**config.mk**
```make
export PLATFORM = sky130hd
export DESIGN_NAME = ipf_irq_unit
export DESIGN_NICKNAME = d
export VERILOG_FILES = /design/src/rtl/ipf_irq_unit.v /design/src/rtl/ipf_ext_pin.v
export VERILOG_INCLUDE_DIRS = /design/src /design/src/rtl
export SDC_FILE = /design/constraint.sdc
export NUM_CORES = 1
export LEC_CHECK = 0
export BUFFER_PORTS_ARGS = -buffer_cell sky130_fd_sc_hd__buf_2
export CORE_MARGIN = 4
export CORE_UTILIZATION = 57
export CTS_BUF_LIST = sky130_fd_sc_hd__clkbuf_16
export CTS_CLUSTER_SIZE = 20
export DETAILED_ROUTE_END_ITERATION = 12
export PLACE_DENSITY = 0.87
export SLEW_MARGIN = 15
export SYNTH_ARGS = -nofsm -noshare
export SYNTH_HDL_FRONTEND = slang
export SYNTH_SLANG_ARGS = --single-unit
```
**constraint.sdc**
```tcl
create_clock -name i_clk_sys -period 13.5 [get_ports i_clk_sys]
set_input_delay 4.05 -clock i_clk_sys [delete_from_list [all_inputs] [get_ports i_clk_sys]]
set_output_delay 4.05 -clock i_clk_sys [all_outputs]
set_load 0.05 [all_outputs]
```
**src/rtl/ipf_irq_defs.vh**
```
// Constants for the interrupt flag, priority and external interrupt unit.
// Assumes an 8-bit register port with byte offsets and a 250 MHz core clock.
`ifndef IPF_IRQ_DEFS_VH
`define IPF_IRQ_DEFS_VH

// ****************************************************************
// Register offsets
// ****************************************************************
`define IPF_OFS_TIMER_CTRL 8'h88
`define IPF_OFS_EXT_FLAG 8'h91
`define IPF_OFS_BASE_EN 8'ha8
`define IPF_OFS_BASE_PRIO 8'hb8
`define IPF_OFS_FD_CTRL 8'hd8
`define IPF_OFS_EXT_EN 8'he8
`define IPF_OFS_EXT_PRIO 8'hf8

// ****************************************************************
// Field positions
// ****************************************************************
`define IPF_EXF_TIMER3 7
`define IPF_EXF_CONV 6
`define IPF_EXF_TIMER2 5
`define IPF_EXF_RADIO 4
`define IPF_EN_GLOBAL 7
`define IPF_FD_KEEP 7
`define IPF_FD_ENABLE 5
`define IPF_FD_FLAG 4
`define IPF_FD_ALARM 3
`define IPF_TC_TRIG_A 0
`define IPF_TC_EXT0 1
`define IPF_TC_TRIG_B 2
`define IPF_TC_EXT1 3

// ****************************************************************
// Reset values and fixed read bits
// ****************************************************************
`define IPF_RST_BYTE 8'h00
`define IPF_RST_FIVE 5'h00
`define IPF_RST_SEVEN 7'h00
`define IPF_EXF_FIXED 4'h8
`define IPF_ONES3 3'h7

// ****************************************************************
// Levels and sources
// ****************************************************************
`define IPF_LVL_NONE 2'd0
`define IPF_LVL_LOW 2'd1
`define IPF_LVL_HIGH 2'd2
`define IPF_LVL_TOP 2'd3
`define IPF_NSRC 12
`define IPF_SRC_FLASH 8
`define IPF_ID_NONE 4'h0

// ****************************************************************
// Timing
// ****************************************************************
// Shortest pin pulse, in core clock cycles, that always makes a request.
`define IPF_EXT_MIN_PULSE_CYC 8

`endif

```
**src/rtl/ipf_irq_unit.v**
```verilog
// Interrupt flag, priority and external interrupt unit of the core.
// Assumes the core samples o_irq_req at instruction boundaries and pulses
// i_irq_ack when it takes the vector given on o_irq_id.
//
// Strobed register access was decided locally.
`timescale 1ns/1ns
`default_nettype none
`include "ipf_irq_defs.vh"

module ipf_irq_unit (
  input wire i_clk_sys,            // Core clock, 250 MHz
  input wire i_reset_n,            // Synchronous reset, active low
  input wire [7:0] i_addr,         // Register offset
  input wire [7:0] i_wdata,        // Write data
  input wire i_wr,                 // Write strobe
  input wire i_rd,                 // Read strobe
  output wire [7:0] o_rdata,       // Read data, cycle after i_rd
  input wire [1:0] i_ext_pin_n,    // External pins, active low
  input wire i_timer3_req,         // Timer 3 request
  input wire i_timer2_req,         // Timer 2 request
  input wire i_radio_req,          // Radio request
  input wire i_converter_done_flag, // Converter source flag
  input wire i_converter_irq_enable, // Converter local enable
  input wire i_cipher_done_flag,   // Cipher source flag
  input wire i_cipher_irq_enable,  // Cipher local enable
  input wire i_flash_debug_req,    // Flash/debug request
  input wire i_clock_alarm_req,    // Real-time clock request
  input wire [3:0] i_periph_req,   // Timer0, timer1, serial0, serial1 levels
  input wire i_instr_end,          // Instruction finished
  input wire i_irq_ack,            // Core takes the vector
  input wire i_reti,               // Return from interrupt done
  input wire i_idle_mode,          // Core is idle
  input wire i_power_down,         // Core is powered down
  output wire o_irq_req,           // Request to the core
  output wire [3:0] o_irq_id,      // Natural number of winner
  output wire [1:0] o_irq_level,   // Level of winner
  output wire o_idle_wake          // Wake the core from idle
);

  // ****************************************************************
  // Registers
  // ****************************************************************
  reg [3:0] ext_flag_hi_reg;
  reg [3:0] ext_flag_hi_next;
  reg [6:0] base_prio_reg;
  reg [4:0] ext_prio_reg;
  reg [7:0] base_en_reg;
  reg [4:0] ext_en_reg;
  reg fd_keep_reg;
  reg fd_en_reg;
  reg fd_flag_reg;
  reg alarm_flag_reg;
  reg [1:0] trig_reg;
  reg [7:0] rdata_reg;
  reg [7:0] rdata_next;
  reg [2:0] in_svc_reg;
  reg [2:0] in_svc_next;
  reg holdoff_reg;
  reg req_reg;
  reg [3:0] id_reg;
  reg [1:0] lvl_reg;
  reg wake_reg;

  wire [1:0] ext_flag;
  wire [1:0] ext_active;
  wire [1:0] ext_ack;
  wire [1:0] ext_sw_val;
  wire wr_exf;
  wire wr_tc;
  wire wr_fd;
  wire ctrl_wr;
  wire conv_set;
  wire global_en;

  assign wr_exf = i_wr && (i_addr == `IPF_OFS_EXT_FLAG);
  assign wr_tc = i_wr && (i_addr == `IPF_OFS_TIMER_CTRL);
  assign wr_fd = i_wr && (i_addr == `IPF_OFS_FD_CTRL);
  assign ctrl_wr = i_wr && ((i_addr == `IPF_OFS_BASE_EN) || (i_addr == `IPF_OFS_EXT_EN) ||
                            (i_addr == `IPF_OFS_BASE_PRIO) || (i_addr == `IPF_OFS_EXT_PRIO));
  assign global_en = base_en_reg[`IPF_EN_GLOBAL];
  assign conv_set = (i_converter_done_flag & i_converter_irq_enable) |
                    (i_cipher_done_flag & i_cipher_irq_enable);

  // ****************************************************************
  // Extended flags
  // ****************************************************************
  // Hardware set wins over a software clear in the same cycle.
  always @* begin
    ext_flag_hi_next = wr_exf ? i_wdata[7:4] : ext_flag_hi_reg;
    if (i_timer3_req) begin
      ext_flag_hi_next[`IPF_EXF_TIMER3 - 4] = 1'b1;
    end
    if (conv_set) begin
      ext_flag_hi_next[`IPF_EXF_CONV - 4] = 1'b1;
    end
    if (i_timer2_req) begin
      ext_flag_hi_next[`IPF_EXF_TIMER2 - 4] = 1'b1;
    end
    if (i_radio_req) begin
      ext_flag_hi_next[`IPF_EXF_RADIO - 4] = 1'b1;
    end
  end

  always @(posedge i_clk_sys) begin
    if (!i_reset_n) begin
      ext_flag_hi_reg <= 4'h0;
      base_prio_reg <= `IPF_RST_SEVEN;
      ext_prio_reg <= `IPF_RST_FIVE;
      base_en_reg <= `IPF_RST_BYTE;
      ext_en_reg <= `IPF_RST_FIVE;
      fd_keep_reg <= 1'b0;
      fd_en_reg <= 1'b0;
      fd_flag_reg <= 1'b0;
      alarm_flag_reg <= 1'b0;
      trig_reg <= 2'b00;
    end else begin
      ext_flag_hi_reg <= ext_flag_hi_next;
      if (i_wr && (i_addr == `IPF_OFS_BASE_PRIO)) begin
        base_prio_reg <= i_wdata[6:0];
      end
      if (i_wr && (i_addr == `IPF_OFS_EXT_PRIO)) begin
        ext_prio_reg <= i_wdata[4:0];
      end
      if (i_wr && (i_addr == `IPF_OFS_BASE_EN)) begin
        base_en_reg <= i_wdata;
      end
      if (i_wr && (i_addr == `IPF_OFS_EXT_EN)) begin
        ext_en_reg <= i_wdata[4:0];
      end
      if (wr_fd) begin
        fd_keep_reg <= i_wdata[`IPF_FD_KEEP];
        fd_en_reg <= i_wdata[`IPF_FD_ENABLE];
      end
      fd_flag_reg <= (wr_fd ? i_wdata[`IPF_FD_FLAG] : fd_flag_reg) | i_flash_debug_req;
      alarm_flag_reg <= (wr_fd ? i_wdata[`IPF_FD_ALARM] : alarm_flag_reg) | i_clock_alarm_req;
      if (wr_tc) begin
        trig_reg <= {i_wdata[`IPF_TC_TRIG_B], i_wdata[`IPF_TC_TRIG_A]};
      end
    end
  end

  // ****************************************************************
  // External pins
  // ****************************************************************
  assign ext_sw_val = {i_wdata[`IPF_TC_EXT1], i_wdata[`IPF_TC_EXT0]};
  assign ext_ack[0] = i_irq_ack && (id_reg == 4'd0);
  assign ext_ack[1] = i_irq_ack && (id_reg == 4'd2);

  genvar p;
  generate
    for (p = 0; p < 2; p = p + 1) begin : g_pin
      ipf_ext_pin u_pin (
        .i_clk_sys(i_clk_sys),
        .i_reset_n(i_reset_n),
        .i_pin_n(i_ext_pin_n[p]),
        .i_edge_mode(trig_reg[p]),
        .i_ack(ext_ack[p]),
        .i_sw_wr(wr_tc),
        .i_sw_val(ext_sw_val[p]),
        .o_flag(ext_flag[p]),
        .o_active(ext_active[p])
      );
    end
  endgenerate

  // ****************************************************************
  // Per-source level
  // ****************************************************************
  wire [11:0] src_flag;
  wire [11:0] src_en;
  wire [11:0] src_prio;
  wire [23:0] src_lvl;

  assign src_flag = {alarm_flag_reg, ext_flag_hi_reg[3], ext_flag_hi_reg[2], fd_flag_reg,
                     ext_flag_hi_reg[0], i_periph_req[3], ext_flag_hi_reg[1], i_periph_req[2],
                     i_periph_req[1], ext_flag[1], i_periph_req[0], ext_flag[0]};
  assign src_en = {ext_en_reg[4], ext_en_reg[3], ext_en_reg[2], fd_en_reg, ext_en_reg[0],
                   base_en_reg[6], ext_en_reg[1], base_en_reg[4], base_en_reg[3],
                   base_en_reg[2], base_en_reg[1], base_en_reg[0]};
  assign src_prio = {ext_prio_reg[4], ext_prio_reg[3], ext_prio_reg[2], 1'b0, ext_prio_reg[0],
                     base_prio_reg[6], ext_prio_reg[1], base_prio_reg[4], base_prio_reg[3],
                     base_prio_reg[2], base_prio_reg[1], base_prio_reg[0]};

  genvar s;
  generate
    for (s = 0; s < `IPF_NSRC; s = s + 1) begin : g_src
      wire pend;
      if (s == `IPF_SRC_FLASH) begin : g_fd
        assign pend = src_flag[s] & src_en[s];
        assign src_lvl[2*s +: 2] = pend ? `IPF_LVL_TOP : `IPF_LVL_NONE;
      end else begin : g_std
        assign pend = src_flag[s] & src_en[s] & global_en;
        assign src_lvl[2*s +: 2] = !pend ? `IPF_LVL_NONE :
                                   (src_prio[s] ? `IPF_LVL_HIGH : `IPF_LVL_LOW);
      end
    end
  endgenerate

  // ****************************************************************
  // Arbitration
  // ****************************************************************
  reg [1:0] best_lvl;
  reg [3:0] best_id;
  reg [1:0] cur_lvl;
  integer k;

  // Scanning downward with >= lets the lowest number win a tie.
  always @* begin
    best_lvl = `IPF_LVL_NONE;
    best_id = `IPF_ID_NONE;
    for (k = `IPF_NSRC - 1; k >= 0; k = k - 1) begin
      if ((src_lvl[2*k +: 2] != `IPF_LVL_NONE) && (src_lvl[2*k +: 2] >= best_lvl)) begin
        best_lvl = src_lvl[2*k +: 2];
        best_id = k[3:0];
      end
    end
  end

  always @* begin
    if (in_svc_reg[2]) begin
      cur_lvl = `IPF_LVL_TOP;
    end else if (in_svc_reg[1]) begin
      cur_lvl = `IPF_LVL_HIGH;
    end else if (in_svc_reg[0]) begin
      cur_lvl = `IPF_LVL_LOW;
    end else begin
      cur_lvl = `IPF_LVL_NONE;
    end
  end

  // A return closes the most recent, hence highest, level in service.
  always @* begin
    in_svc_next = in_svc_reg;
    if (i_reti) begin
      if (in_svc_reg[2]) begin
        in_svc_next[2] = 1'b0;
      end else if (in_svc_reg[1]) begin
        in_svc_next[1] = 1'b0;
      end else begin
        in_svc_next[0] = 1'b0;
      end
    end
    if (i_irq_ack && (lvl_reg != `IPF_LVL_NONE)) begin
      in_svc_next[lvl_reg - 2'd1] = 1'b1;
    end
  end

  always @(posedge i_clk_sys) begin
    if (!i_reset_n) begin
      in_svc_reg <= 3'b000;
      holdoff_reg <= 1'b0;
      req_reg <= 1'b0;
      id_reg <= `IPF_ID_NONE;
      lvl_reg <= `IPF_LVL_NONE;
      wake_reg <= 1'b0;
    end else begin
      in_svc_reg <= in_svc_next;
      if (i_reti || ctrl_wr) begin
        holdoff_reg <= 1'b1;
      end else if (i_instr_end) begin
        holdoff_reg <= 1'b0;
      end
      // Dropped for one cycle after an ack so a stale winner is not offered twice.
      req_reg <= (best_lvl > cur_lvl) && !i_irq_ack;
      id_reg <= best_id;
      lvl_reg <= best_lvl;
      wake_reg <= i_idle_mode && !i_power_down && global_en &&
                  |(ext_active & {base_en_reg[2], base_en_reg[0]});
    end
  end

  // The core itself only samples at instruction end, so it never cuts one short.
  assign o_irq_req = req_reg && !holdoff_reg;
  assign o_irq_id = id_reg;
  assign o_irq_level = lvl_reg;
  assign o_idle_wake = wake_reg;

  // ****************************************************************
  // Read port
  // ****************************************************************
  always @* begin
    case (i_addr)
      `IPF_OFS_EXT_FLAG: rdata_next = {ext_flag_hi_reg, `IPF_EXF_FIXED};
      `IPF_OFS_BASE_PRIO: rdata_next = {1'b1, base_prio_reg};
      `IPF_OFS_EXT_PRIO: rdata_next = {`IPF_ONES3, ext_prio_reg};
      `IPF_OFS_BASE_EN: rdata_next = base_en_reg;
      `IPF_OFS_EXT_EN: rdata_next = {`IPF_ONES3, ext_en_reg};
      `IPF_OFS_FD_CTRL: rdata_next = {fd_keep_reg, 1'b1, fd_en_reg, fd_flag_reg,
                                      alarm_flag_reg, 3'b000};
      `IPF_OFS_TIMER_CTRL: rdata_next = {4'h0, ext_flag[1], trig_reg[1], ext_flag[0],
                                         trig_reg[0]};
      default: rdata_next = `IPF_RST_BYTE;
    endcase
  end

  always @(posedge i_clk_sys) begin
    if (!i_reset_n) begin
      rdata_reg <= `IPF_RST_BYTE;
    end else if (i_rd) begin
      rdata_reg <= rdata_next;
    end else begin
      rdata_reg <= `IPF_RST_BYTE;
    end
  end

  assign o_rdata = rdata_reg;

endmodule // ipf_irq_unit

`default_nettype wire

```
**src/rtl/ipf_ext_pin.v**
```verilog
// One external interrupt pin: synchroniser, edge or level detection, flag.
// Assumes an active-low pin asynchronous to the core clock.
`timescale 1ns/1ns
`default_nettype none

module ipf_ext_pin (
  input wire i_clk_sys,   // Core clock
  input wire i_reset_n,   // Synchronous reset, active low
  input wire i_pin_n,     // Raw pin, active low
  input wire i_edge_mode, // 1 falling edge, 0 level
  input wire i_ack,       // Core took this source
  input wire i_sw_wr,     // Software writes the flag, edge mode only
  input wire i_sw_val,    // Value written
  output wire o_flag,     // Request flag
  output wire o_active    // Pin active after synchronisation
);

  reg sync1_reg;
  reg sync2_reg;
  reg prev_reg;
  reg flag_reg;
  reg flag_next;
  wire fall;

  // ****************************************************************
  // Synchroniser and detection
  // ****************************************************************
  always @(posedge i_clk_sys) begin
    if (!i_reset_n) begin
      sync1_reg <= 1'b1;
      sync2_reg <= 1'b1;
      prev_reg <= 1'b1;
      flag_reg <= 1'b0;
    end else begin
      sync1_reg <= i_pin_n;
      sync2_reg <= sync1_reg;
      prev_reg <= sync2_reg;
      flag_reg <= flag_next;
    end
  end

  // Three cycles of latency leave ample margin inside an 8-cycle pulse.
  assign fall = prev_reg & ~sync2_reg;

  always @* begin
    if (!i_edge_mode) begin
      flag_next = ~sync2_reg;
    end else begin
      flag_next = i_sw_wr ? i_sw_val : (flag_reg & ~i_ack);
      if (fall) begin
        flag_next = 1'b1;
      end
    end
  end

  assign o_flag = flag_reg;
  assign o_active = ~sync2_reg;

endmodule // ipf_ext_pin

`default_nettype wire

```
==> results of run 1 <==
-- critical path: cells and delay by family, from the launching register on --
family,cells,cell delay (ps)
DFF,1,390
AOI/OAI and AO/OA,25,5020
buffers and inverters,4,500
and+or+nand+nor,21,3220
adders and majority gates,11,2850
-- worst max path at each step --
stage          slack, ps  cells after the start                   startpoint                  to
2_1_floorplan       2030                     44              i_periph_req[3]  req_reg$_SDFF_PN0_
3_3_place_gp        1630                     44              i_periph_req[3]  req_reg$_SDFF_PN0_
3_5_place_dp        1200                     46              i_periph_req[3]  req_reg$_SDFF_PN0_
4_1_cts             1460                     61  base_en_reg[7]$_SDFFE_PN0P_  req_reg$_SDFF_PN0_
5_1_grt              320                     60  base_en_reg[7]$_SDFFE_PN0P_  req_reg$_SDFF_PN0_
6_report            1370                     61  base_en_reg[7]$_SDFFE_PN0P_  req_reg$_SDFF_PN0_
-- final cells by class --
| type | count | area [um^2] | area share, % |
|---|---|---|---|
| inverter | 22 | 82.58 | 1.961 |
| timing repair buffer | 56 | 282.8 | 6.714 |
| clock buffer | 9 | 225.2 | 5.348 |
| tap | 75 | 93.84 | 2.228 |
| clock inverter | 5 | 76.32 | 1.812 |
| multi-input combinational | 347 | 2190 | 51.99 |
| sequential | 63 | 1261 | 29.95 |
-- power by group --
| group | total [mW] | switching, mW | internal, mW |
|---|---|---|---|
| combinational | 0.0196 | 0.0120 | 0.00764 |
| sequential | 0.191 | 0.00223 | 0.189 |
| clock | 0.238 | 0.0802 | 0.158 |
-- per-stage QoR --
step | utilization (%) | power [mW] | hold slack [ps] | setup slack, ps | area, um^2
floorplan | - | 0.2033 | 386.3 | 2031 | 3611
global placement | 64.89 | 0.2130 | 387.3 | 1627 | 3910
detailed placement | 64.89 | 0.2135 | 397.2 | 1203 | 3910
CTS | 69.89 | 0.4476 | 414.0 | 1458 | 4212
global route | 69.89 | 0.4594 | 429.7 | 318.1 | 4212
finish | 69.89 | 0.4489 | 411.9 | 1373 | 4212
-- cells by family (layout without fill, tap and decap cells) --
kind of cell | after synthesis | in the layout | share of synthesized area (%)
compound gates | 98 | 98 | 18.19
simple gates | 200 | 200 | 27.62
buf+inv | 40 | 92 | 4.435
flops | 63 | 63 | 34.93
fa+ha+maj | 16 | 16 | 5.475
mux | 33 | 33 | 9.355
-- cells in the final DEF (no fill, tap or decap), types with 3 or more instances in the layout --
| cell | n |
|---|---|
| sky130_fd_sc_hd__a211oi_1 | 3 |
| sky130_fd_sc_hd__a21o_1 | 5 |
| sky130_fd_sc_hd__a21oi_1 | 42 |
| sky130_fd_sc_hd__a221oi_1 | 3 |
| sky130_fd_sc_hd__a22oi_1 | 3 |
| sky130_fd_sc_hd__a31oi_1 | 3 |
| sky130_fd_sc_hd__and2_1 | 7 |
| sky130_fd_sc_hd__and3_1 | 5 |
| sky130_fd_sc_hd__buf_2 | 55 |
| sky130_fd_sc_hd__clkbuf_16 | 9 |
| sky130_fd_sc_hd__dfxtp_1 | 63 |
| sky130_fd_sc_hd__ha_1 | 15 |
| sky130_fd_sc_hd__inv_1 | 22 |
| sky130_fd_sc_hd__mux2i_1 | 30 |
| sky130_fd_sc_hd__nand2_1 | 44 |
| sky130_fd_sc_hd__nand2b_1 | 23 |
| sky130_fd_sc_hd__nand3_1 | 31 |
| sky130_fd_sc_hd__nand3b_1 | 3 |
| sky130_fd_sc_hd__nand4_1 | 5 |
| sky130_fd_sc_hd__nor2_1 | 51 |
| sky130_fd_sc_hd__nor2b_1 | 6 |
| sky130_fd_sc_hd__nor3_1 | 7 |
| sky130_fd_sc_hd__o21a_1 | 4 |
| sky130_fd_sc_hd__o21ai_0 | 10 |
| sky130_fd_sc_hd__o22ai_1 | 3 |
| sky130_fd_sc_hd__or2_2 | 4 |
-- routing by layer --
metal / part of all wire, % / vias to the layer above / GRT usage, %
met5: 0 / - / 0
met4: 2.4 / 0 / 10.88
met3: 8.3 / 27 / 7.432
met2: 49 / 180 / 47.81
met1: 41 / 1667 / 33.86
li1: - / 1688 / -
==> qor.yml, run 1 <==
status:
  status: "finished clean"
logic_synthesis:
  sequential_fraction_of_the_synthesis_area_pct: 34.93
  synth.top_cell.area_share_pct: 34.93
  ys.warnings.count: 0
  post_synth_most_frequent_cells: "sky130_fd_sc_hd__dfxtp_1 (63), sky130_fd_sc_hd__nor2_1 (51), sky130_fd_sc_hd__nand2_1 (44), sky130_fd_sc_hd__a21oi_1 (42), sky130_fd_sc_hd__nand3_1 (31)"
  yosys.area.top_type: "sky130_fd_sc_hd__dfxtp_1"
  netlist_area_mm2: 0.003611
  synthMostInstantiatedCell: "sky130_fd_sc_hd__dfxtp_1"
  synth_enable_flop_cells: 0
  synth-async-reset-ratio_pct: 0
  postSynthNetCount: 505
  ys_top_cells_by_area: "sky130_fd_sc_hd__dfxtp_1 (35%), sky130_fd_sc_hd__mux2i_1 (8.3%), sky130_fd_sc_hd__a21oi_1 (5.8%)"
  synthFlopType: "sky130_fd_sc_hd__dfxtp_1"
  postSynthCellCount: 450
  yosys_register_bits: 63
  post_synth.cell_area_avg_um2: 8.024
  ys_types: 63
worst_setup_path:
  cp_max_fo: 16
  worst_ep_required_time_ps: 13700
  critical-path-top-cell-by-count: "sky130_fd_sc_hd__ha_1"
  critical_path_arrival_ps: 12320
  worstSetupStartpointType: "flop"
  timing.setup.critical_path_class: "flop to flop"
  max_stage_delay_ps: 410
  r2r_start: "base_en_reg[7]$_SDFFE_PN0P_"
  setup_slack_reg_to_reg_ps: 1370
  setup.worst_path.end_class: "flop"
  r2r.worst_path.cells: 61
  critPathSlowestCell: "sky130_fd_sc_hd__a2111oi_0"
  worst_r2r_endpoint: "req_reg$_SDFF_PN0_"
power_and_ir_drop:
  vdd_drop_max_uv: 130.9
  power_density_mw_per_mm2: 106.6
  static-leakage-power_nw: 1.793
final_layout:
  areaGrowthSynthToFinish_pct: 16.63
  share_of_final_layout_standard_cells_stronger_than_drive_strength_1_pct: 17.53
  antenna-diode-count: 0
  nets: 554
  n_fill_cell: 477
  stdcell_count: 577
worst_hold_path:
  holdPathEnd: "g_pin[0].u_pin.sync2_reg$_SDFF_PN1_"
  timing.hold.worst_path_depth: 1
  hold_start: "g_pin[0].u_pin.sync1_reg$_SDFF_PN1_"
  hold_class: "flop to flop"
die:
  core_area_mm2: 0.006026
  floorplan.die.height_um: 87.59
  start_util_pct: 59.93
  ioPinCount: 56
  core.rowCount: 28
  die_width_um: 87.59
  floorplan.die_area_mm2: 0.007672
sta:
  slew_headroom_pct: 29.47
  period_needed_ps: 12130
  total_setup_violations_reported_at_the_end_of_the_flow: 0
  number_of_max_slew_violations_in_the_final_report: 0
  finalSetupTns_ps: 0
  grt_setup_unrepaired: "no"
  tightest_slew_ps: 1054
  fmax_mhz: 82.46
  finalCritPeriodShare_pct: 89.83
  fin_worst_skew_ps: 9.367
  finalHoldViolations: 0
placed_design:
  place.detailed.hpwl_mm: 7.266
  io_buffers: 55
  gp_routability_congestion: 0.8793
  place.detailed.instances: 563
route:
  post_drt_via_cell_ratio: 6.173
  via_count: 3562
  1st_iter_drt_viols: 282
  drc: 0
  finalWirelength_mm: 10.18
  detail_route.first_pass.iterations: 6
  antenna_left: 0
  wl_per_cell_um: 17.65
clock_tree:
  cts_tree: "built"
  cts.clk_slew.worst_paths_ps: 50
  number_of_buffers_inserted_during_clock_tree_synthesis: 9
  cts.repair_timing.setup_buffer_count: 0
  clock_tree.buffer_depth: 2
  htree_num_levels: 3
  library_cell_used_as_clock_root_buffer: "sky130_fd_sc_hd__clkbuf_16"
  clock_latency_ps: 330
  clkSinkCount: 63
  postCtsResizedCells: 0
  cts.hold.buffers_added: 0
global_route:
  antenna_violations_before_repair: 0
  grt_overflow: 0
  grt_first_pass_wirelength_mm: 16.82
  grt_start_max_net_pins: 43
  grt_pass1_vias: 3525
  globalRouteTotalUtil_pct: 28.10
job:
  timing.max_cap.violations: 0
(Power assumes the default switching activity.)
==> run 2, diff against run 1 <==
--- a/config.mk
+++ b/config.mk
@@ -16,4 +16,5 @@
 export SLEW_MARGIN = 15
 export SYNTH_ARGS = -nofsm -noshare
 export SYNTH_HDL_FRONTEND = slang
+export SYNTH_HIERARCHICAL = 1
 export SYNTH_SLANG_ARGS = --single-unit
==> run 2 against run 1 <==
First-iteration DRC count increased by 32%. Worst hold slack lost 7.4 ps. Sequential power about the same. Critical endpoint unchanged. Synthesized cell count grew 1.3%. Count of clock-buffer cells in the layout did not move. Cell count increased by 2.8%. Core utilization shrank 0.47 points. Non-clock buffer count increased by 4. Cell area increased by 4.7%. Clock skew is 6.3 ps lower.
==> qor.yml, run 2 <==
status:
  status: "finished clean"
sta:
  total_setup_violations_reported_at_the_end_of_the_flow: 0  # unchanged
  period_needed_ps: 12640  # +508.3 ps
  slew_headroom_pct: 18.90  # -11 points
  fin_worst_skew_ps: 3.100  # -6.267 ps
  number_of_max_slew_violations_in_the_final_report: 0  # unchanged
  fin_ws_ps: 864.9  # -508.3 ps
  finalHoldViolations: 0  # unchanged
  fmax_mhz: 79.14  # -4.0%
  tightest_slew_ps: 1198  # +143.5 ps
  finalCritPeriodShare_pct: 93.59  # +3.8 points
logic_synthesis:
  synth_enable_flop_cells: 0  # unchanged
  mux_share_of_post_synthesis_cell_area_pct: 6.588  # -2.8 points
  synth.top_cell.area_share_pct: 33.88  # -1.0 points
  ys_types: 67  # +6.3%
  netlist_area_mm2: 0.003722  # +3.1%
  sequential_fraction_of_the_synthesis_area_pct: 33.88  # -1.0 points
  yosys.area.top_type: "sky130_fd_sc_hd__dfxtp_1"
  synthFlopType: "sky130_fd_sc_hd__dfxtp_1"
  postSynthNetCount: 511  # +1.2%
  synth-async-reset-ratio_pct: 0  # unchanged
  synth_compound_gate_area_share_pct: 20.61  # +2.4 points
  postSynthCellCount: 456  # +1.3%
  post_synth_most_frequent_cells: "sky130_fd_sc_hd__dfxtp_1 (63), sky130_fd_sc_hd__nand2_1 (48), sky130_fd_sc_hd__a21oi_1 (43), sky130_fd_sc_hd__nor2_1 (42), sky130_fd_sc_hd__nand3_1 (29)"
  post_synth.cell_area_avg_um2: 8.163  # +1.7%
  synth-adder-area-share_pct: 5.882  # +0.41 points
  yosys_register_bits: 63  # unchanged
  ys.warnings.count: 6  # +6
  ys_top_cells_by_area: "sky130_fd_sc_hd__dfxtp_1 (34%), sky130_fd_sc_hd__a21oi_1 (5.8%), sky130_fd_sc_hd__mux2i_1 (5.4%)"
  yosys.area_share.simple_pct: 29.61  # +2.0 points
  synthMostInstantiatedCell: "sky130_fd_sc_hd__dfxtp_1"
  synth_xor_area_share_pct: 0  # unchanged
  main_combinational_cell_family_by_area_after_synthesis: "simple AND/OR/NAND/NOR gates"
job:
  timing.max_cap.violations: 0  # unchanged
final_layout:
  n_fill_cell: 493  # +3.4%
  areaGrowthSynthToFinish_pct: 18.42
  postLayoutCellArea_mm2: 0.004408  # +4.7%
  antenna-diode-count: 0  # unchanged
  layout_common_cells: "sky130_fd_sc_hd__dfxtp_1 (62), sky130_fd_sc_hd__buf_2 (55), sky130_fd_sc_hd__nand2_1 (48)"
  layout.cells.most_common: "sky130_fd_sc_hd__dfxtp_1"
  nets: 566  # +2.2%
  share_of_final_layout_standard_cells_stronger_than_drive_strength_1_pct: 20.93  # +3.4 points
global_route:
  antenna_violations_before_repair: 0  # unchanged
  grt_pass1_vias: 3660  # +3.8%
  grt_overflow: 0  # unchanged
  grt_start_max_net_pins: 42  # -2.3%
  grt_first_pass_wirelength_mm: 17.19  # +2.2%
  globalRouteTotalUtil_pct: 27.96  # -0.15 points
clock_tree:
  library_cell_used_as_clock_root_buffer: "sky130_fd_sc_hd__clkbuf_16"
  number_of_buffers_inserted_during_clock_tree_synthesis: 9  # unchanged
  cts.clk_slew.worst_paths_ps: 60  # about the same
  cts_tree: "built"
  clock_tree.buffer_depth: 2  # unchanged
  cts.hold.buffers_added: 0  # unchanged
  clkSinkCount: 63  # unchanged
  clock_latency_ps: 320  # about the same
  htree_num_levels: 3  # unchanged
placed_design:
  placed_area_mm2: 0.004059  # +3.8%
  place.detailed.hpwl_mm: 7.515  # +3.4%
  io_buffers: 55  # unchanged
  gp_routability_congestion: 0.9667  # +9.9%
  placement.setup.worst_slack_ps: 589.4  # -613.2 ps
die:
  start_util_pct: 58.62  # -1.3 points
  ioPinCount: 56  # unchanged
  core_area_mm2: 0.006350  # +5.4%
  floorplan.die_area_mm2: 0.007887  # +2.8%
  core.rowCount: 29  # +3.6%
  die_width_um: 88.81  # +1.4%
  floorplan.die.height_um: 88.81  # +1.4%
worst_setup_path:
  timing.setup.critical_path_class: "primary input to flop"
  max_stage_delay_ps: 380  # -30 ps
  critPathSlowestCell: "sky130_fd_sc_hd__mux2_2"
  cp_max_fo: 5  # -11
  worstSetupStartpointType: "primary input"
  critical-path-top-cell-by-count: "sky130_fd_sc_hd__ha_1"
  critical_path_arrival_ps: 12830  # +510 ps
  worst_ep_required_time_ps: 13700  # about the same
  setup.worst_path.end_class: "flop"
route:
  wl_per_cell_um: 17.85  # +1.1%
  drc: 0  # unchanged
  antenna_left: 0  # unchanged
  via_count: 3792  # +6.5%
  post_drt_via_cell_ratio: 6.395  # +3.6%
  detail_route.first_pass.iterations: 5  # -1
  finalWirelength_mm: 10.58  # +3.9%
  1st_iter_drt_viols: 373  # +32%
power_and_ir_drop:
  power_density_mw_per_mm2: 104.5  # -2.0%
  static-leakage-power_nw: 1.793  # about the same
  vdd_drop_max_uv: 85.15  # -35%
worst_hold_path:
  hold_class: "flop to flop"
-- run 2: final cells by class --
cell class                 instances  area, um^2  area share (%)
inverter                          17       63.81           1.448
multi-input combinational        360        2350           53.31
sequential                        63        1265           28.70
clock inverter                     7       95.09           2.157
clock buffer                       9       225.2           5.109
timing repair buffer              60       312.8           7.096
tap                               77       96.34           2.186
-- run 2: cell families (layout without fill, tap and decap cells) --
| kind of cell | after synthesis | after routing |
|---|---|---|
| adder cells (fa/ha/maj) | 18 | 18 |
| buffers and inverters | 33 | 93 |
| flip-flops | 63 | 63 |
| AO/OA/AOI/OAI | 110 | 110 |
| multiplexers | 24 | 24 |
| AND/OR/NAND/NOR | 208 | 208 |
-- run 2: metrics by stage --
| stage | power [mW] | utilization (%) | hold WS [ps] | std cells | TNS, ps |
|---|---|---|---|---|---|
| final | 0.4605 | 69.42 | 404.4 | 593 | 0 |
| after global routing | 0.4689 | 69.42 | 421.0 | 593 | -42.51 |
| after CTS | 0.4584 | 68.97 | 406.3 | 591 | 0 |
| after detailed placement | 0.2134 | 63.92 | 393.2 | 575 | 0 |
| after global placement | 0.2128 | 63.92 | 388.0 | 575 | 0 |
| after floorplan | 0.2026 | - | 386.3 | 456 | 0 |
-- run 2: per-layer routing --
layer	wire length (um)	vias to the layer above	part of all wire, %	global-route usage, %
li1	-	1767	-	-
met1	4406	1753	42	36.53
met2	4832	233	46	44.26
met3	1023	39	9.7	5.680
met4	322	0	3.0	12.91
met5	0	-	0	0
-- run 2: critical path: cells and delay by family --
family / cells / cell delay, ps
AO/OA/AOI/OAI: 17 / 3020
adder cells (fa/ha/maj): 9 / 2470
multiplexers: 1 / 380
AND/OR/NAND/NOR: 19 / 2780
buffers and inverters: 2 / 140
-- run 2: timing repair --
item | in CTS | in global routing
gates resized for setup | 0 | 4
setup endpoints to repair | 0 | 1
buffers inserted | 0 | 2
-- run 2: report_power, final --
part           leakage (nW)  total (mW)  internal [mW]  switching (mW)
combinational          1.12      0.0191        0.00772          0.0114
sequential            0.512       0.191          0.188         0.00260
clock                 0.158       0.250          0.162          0.0883
total                  1.79       0.460          0.358           0.102
-- run 2: path summary, 6_finish.rpt --
| check | depth (start not counted) | from | slack [ps] | endpoint |
|---|---|---|---|---|
| worst max-delay path | 48 | i_periph_req[3] | 860 | req_reg$_SDFF_PN0_ |
| worst max register to register | 61 | ext_flag_hi_reg[3]$_SDFFE_PN0P_ | 1010 | req_reg$_SDFF_PN0_ |
| worst min register to register | 1 | g_pin[0].u_pin/sync1_reg$_SDFF_PN1_ | 400 | g_pin[0].u_pin/sync2_reg$_SDFF_PN1_ |
| worst min-delay path | 1 | g_pin[0].u_pin/sync1_reg$_SDFF_PN1_ | 400 | g_pin[0].u_pin/sync2_reg$_SDFF_PN1_ |
==> run 3, diff against run 2 <==
--- a/config.mk
+++ b/config.mk
@@ -7,12 +7,13 @@
 export NUM_CORES = 1
 export LEC_CHECK = 0
 export BUFFER_PORTS_ARGS = -buffer_cell sky130_fd_sc_hd__buf_2
+export CORE_ASPECT_RATIO = 0.75
 export CORE_MARGIN = 4
-export CORE_UTILIZATION = 57
+export CORE_UTILIZATION = 50
 export CTS_BUF_LIST = sky130_fd_sc_hd__clkbuf_16
 export CTS_CLUSTER_SIZE = 20
 export DETAILED_ROUTE_END_ITERATION = 12
-export PLACE_DENSITY = 0.87
+export PLACE_DENSITY = 0.78
 export SLEW_MARGIN = 15
 export SYNTH_ARGS = -nofsm -noshare
 export SYNTH_HDL_FRONTEND = slang
==> run 3 against run 2 <==
Cell area down 1.1%. Via count fell by 2.2%. Die area grew 13%. Critical path depth fell by 2. Highest routed layer unchanged.
==> qor.yml, run 3 (synthesis gave the netlist of run 2 again) <==
sta:
  finalHoldViolations: 0  # unchanged
  fin_worst_skew_ps: 7.841  # +4.741 ps
  total_setup_violations_reported_at_the_end_of_the_flow: 0  # unchanged
  fin_ws_ps: 873.7  # +8.764 ps
  period_needed_ps: 12630  # -8.764 ps
  tightest_slew_ps: 876.1  # -321.4 ps
  number_of_max_slew_violations_in_the_final_report: 0  # unchanged
  finalSetupTns_ps: 0  # unchanged
  finalCritPeriodShare_pct: 93.53  # about the same
  grt_setup_unrepaired: "no"
  fmax_mhz: 79.20  # about the same
  slew_headroom_pct: 41.44  # +23 points
route:
  post_drt_via_cell_ratio: 6.087  # -4.8%
  drc: 0  # unchanged
  detail_route.first_pass.iterations: 5  # unchanged
  via_count: 3707  # -2.2%
  1st_iter_drt_viols: 325  # -13%
  wl_per_cell_um: 17.53  # -1.8%
  antenna_left: 0  # unchanged
  finalWirelength_mm: 10.68  # +0.89%
global_route:
  grt-busiest-layer: "met2"
  grt_pass1_vias: 3469  # -5.2%
  grt_overflow: 0  # unchanged
  antenna_violations_before_repair: 0  # unchanged
  gr-usage-met2_pct: 38.52  # -5.7 points
  grt_first_pass_wirelength_mm: 16.94  # -1.4%
  grtUsageMet3_pct: 6.527  # +0.85 points
  globalRouteTotalUtil_pct: 24.38  # -3.6 points
  grt_util_met1_pct: 31.86  # -4.7 points
  grt_start_max_net_pins: 36  # -14%
clock_tree:
  clock_latency_ps: 330  # about the same
  number_of_buffers_inserted_during_clock_tree_synthesis: 9  # unchanged
  clock_tree.buffer_depth: 2  # unchanged
  library_cell_used_as_clock_root_buffer: "sky130_fd_sc_hd__clkbuf_16"
  cts.repair_timing.setup_buffer_count: 0  # unchanged
  cts.hold.buffers_added: 0  # unchanged
  postCtsResizedCells: 0  # unchanged
  cts.clk_slew.worst_paths_ps: 50  # about the same
  cts_tree: "built"
  clkSinkCount: 63  # unchanged
  htree_num_levels: 3  # unchanged
die:
  start_util_pct: 52.97  # -5.6 points
  core.rowCount: 26  # -10%
  core_area_mm2: 0.007027  # +11%
  floorplan.die_area_mm2: 0.008904  # +13%
  die_width_um: 107.6  # +21%
  floorplan.die.height_um: 82.73  # -6.9%
  ioPinCount: 56  # unchanged
worst_setup_path:
  setup_slack_reg_to_reg_ps: 930  # -80 ps
  critical_path_launch_point: "i_periph_req[3]"
  r2r_start: "base_en_reg[7]$_SDFFE_PN0P_"
  crit_path_end: "req_reg$_SDFF_PN0_"
  timing.setup.critical_path_class: "primary input to flop"
  critPathSlowestCell: "sky130_fd_sc_hd__mux2_2"
  cp_num_cells: 46  # -4.2%
  r2r.worst_path.cells: 60  # -1.6%
  max_stage_delay_ps: 370  # about the same
  cp_top_family: "compound AO/OA/AOI/OAI gates"
  cp_max_fo: 7  # +2
  crit_buf_inv: 1  # -1
  worstSetupStartpointType: "primary input"
  critical_path_arrival_ps: 12840  # about the same
  setup.worst_path.end_class: "flop"
  worst_r2r_endpoint: "req_reg$_SDFF_PN0_"
  critical-path-top-cell-by-count: "sky130_fd_sc_hd__ha_1"
  worst_ep_required_time_ps: 13710  # about the same
placed_design:
  placement.setup.worst_slack_ps: 696.6  # +107.2 ps
  io_buffers: 55  # unchanged
  placed_area_mm2: 0.004085  # +0.65%
  place.detailed.hpwl_mm: 7.867  # +4.7%
  gp_routability_congestion: 0.9091  # -6.0%
final_layout:
  share_of_final_layout_standard_cells_stronger_than_drive_strength_1_pct: 19.37  # -1.6 points
  layout_common_cells: "sky130_fd_sc_hd__dfxtp_1 (63), sky130_fd_sc_hd__buf_2 (55), sky130_fd_sc_hd__nand2_1 (48)"
  layout.cells.most_common: "sky130_fd_sc_hd__dfxtp_1"
  seqCellArea_mm2: 0.001261  # -0.30%
  areaGrowthSynthToFinish_pct: 17.11
  multi_input_logic_area_mm2: 0.002347  # -0.11%
  nets: 564  # -0.35%
  postLayoutCellArea_mm2: 0.004359  # -1.1%
  n_fill_cell: 633  # +28%
  antenna-diode-count: 0  # unchanged
power_and_ir_drop:
  vdd_drop_max_uv: 53.60  # -37%
  static-leakage-power_nw: 1.758  # -2.0%
  power_density_mw_per_mm2: 97.64  # -6.5%
job:
  timing.max_cap.violations: 0  # unchanged
worst_hold_path:
  hold_class: "flop to flop"
status:
  status: "finished clean"
-- run 3: power by group --
group          switching (mW)  internal [mW]  leakage [nW]  total [mW]
Clock                  0.0771          0.138         0.134       0.215
Sequential            0.00268          0.189         0.511       0.191
Combinational          0.0118        0.00773          1.11      0.0196
-- run 3: worst min-delay path by stage --
stage	slack, ps	depth (start not counted)	start	end
floorplan	390	1	g_pin[0].u_pin/sync1_reg$_SDFF_PN1_	g_pin[0].u_pin/sync2_reg$_SDFF_PN1_
global placement	390	1	g_pin[0].u_pin/sync1_reg$_SDFF_PN1_	g_pin[0].u_pin/sync2_reg$_SDFF_PN1_
detailed placement	410	1	g_pin[1].u_pin/sync1_reg$_SDFF_PN1_	g_pin[1].u_pin/sync2_reg$_SDFF_PN1_
CTS	420	1	g_pin[1].u_pin/sync1_reg$_SDFF_PN1_	g_pin[1].u_pin/sync2_reg$_SDFF_PN1_
global route	430	1	g_pin[0].u_pin/sync1_reg$_SDFF_PN1_	g_pin[0].u_pin/sync2_reg$_SDFF_PN1_
finish	420	1	g_pin[1].u_pin/sync1_reg$_SDFF_PN1_	g_pin[1].u_pin/sync2_reg$_SDFF_PN1_
-- run 3: worst register-to-register path: cells and delay by family, from the launching register on --
kind | cells | cell delay (ps)
AO/OA/AOI/OAI | 22 | 4390
AND/OR/NAND/NOR | 25 | 3790
adder cells (fa/ha/maj) | 12 | 3380
flip-flops | 1 | 490
multiplexers | 1 | 370
-- run 3: cell type report --
type                       count  share of cell area (%)
multi-input combinational    360                   53.85
sequential                    63                   28.93
timing repair buffer          58                   6.831
clock buffer                   9                   5.166
tap                           98                   2.813
inverter                      17                   1.464
clock inverter                 4                  0.9472
-- run 3: per-stage QoR --
| stage | cells | hold slack (ps) | total power [mW] | util, % |
|---|---|---|---|---|
| floorplan | 456 | 386.3 | 0.2026 | - |
| global placement | 596 | 390.4 | 0.2136 | 58.14 |
| detailed placement | 596 | 405.4 | 0.2142 | 58.14 |
| CTS | 609 | 421.0 | 0.4283 | 61.93 |
| global route | 609 | 431.6 | 0.4364 | 62.04 |
| finish | 609 | 418.9 | 0.4256 | 62.04 |
-- run 3: layer usage --
metal	share of wire [%]	up-vias	wire length [um]
li1	-	1757	-
met4	2.6	0	282
met3	9.7	34	1031
met2	44	203	4685
met1	44	1713	4678
met5	0	-	0
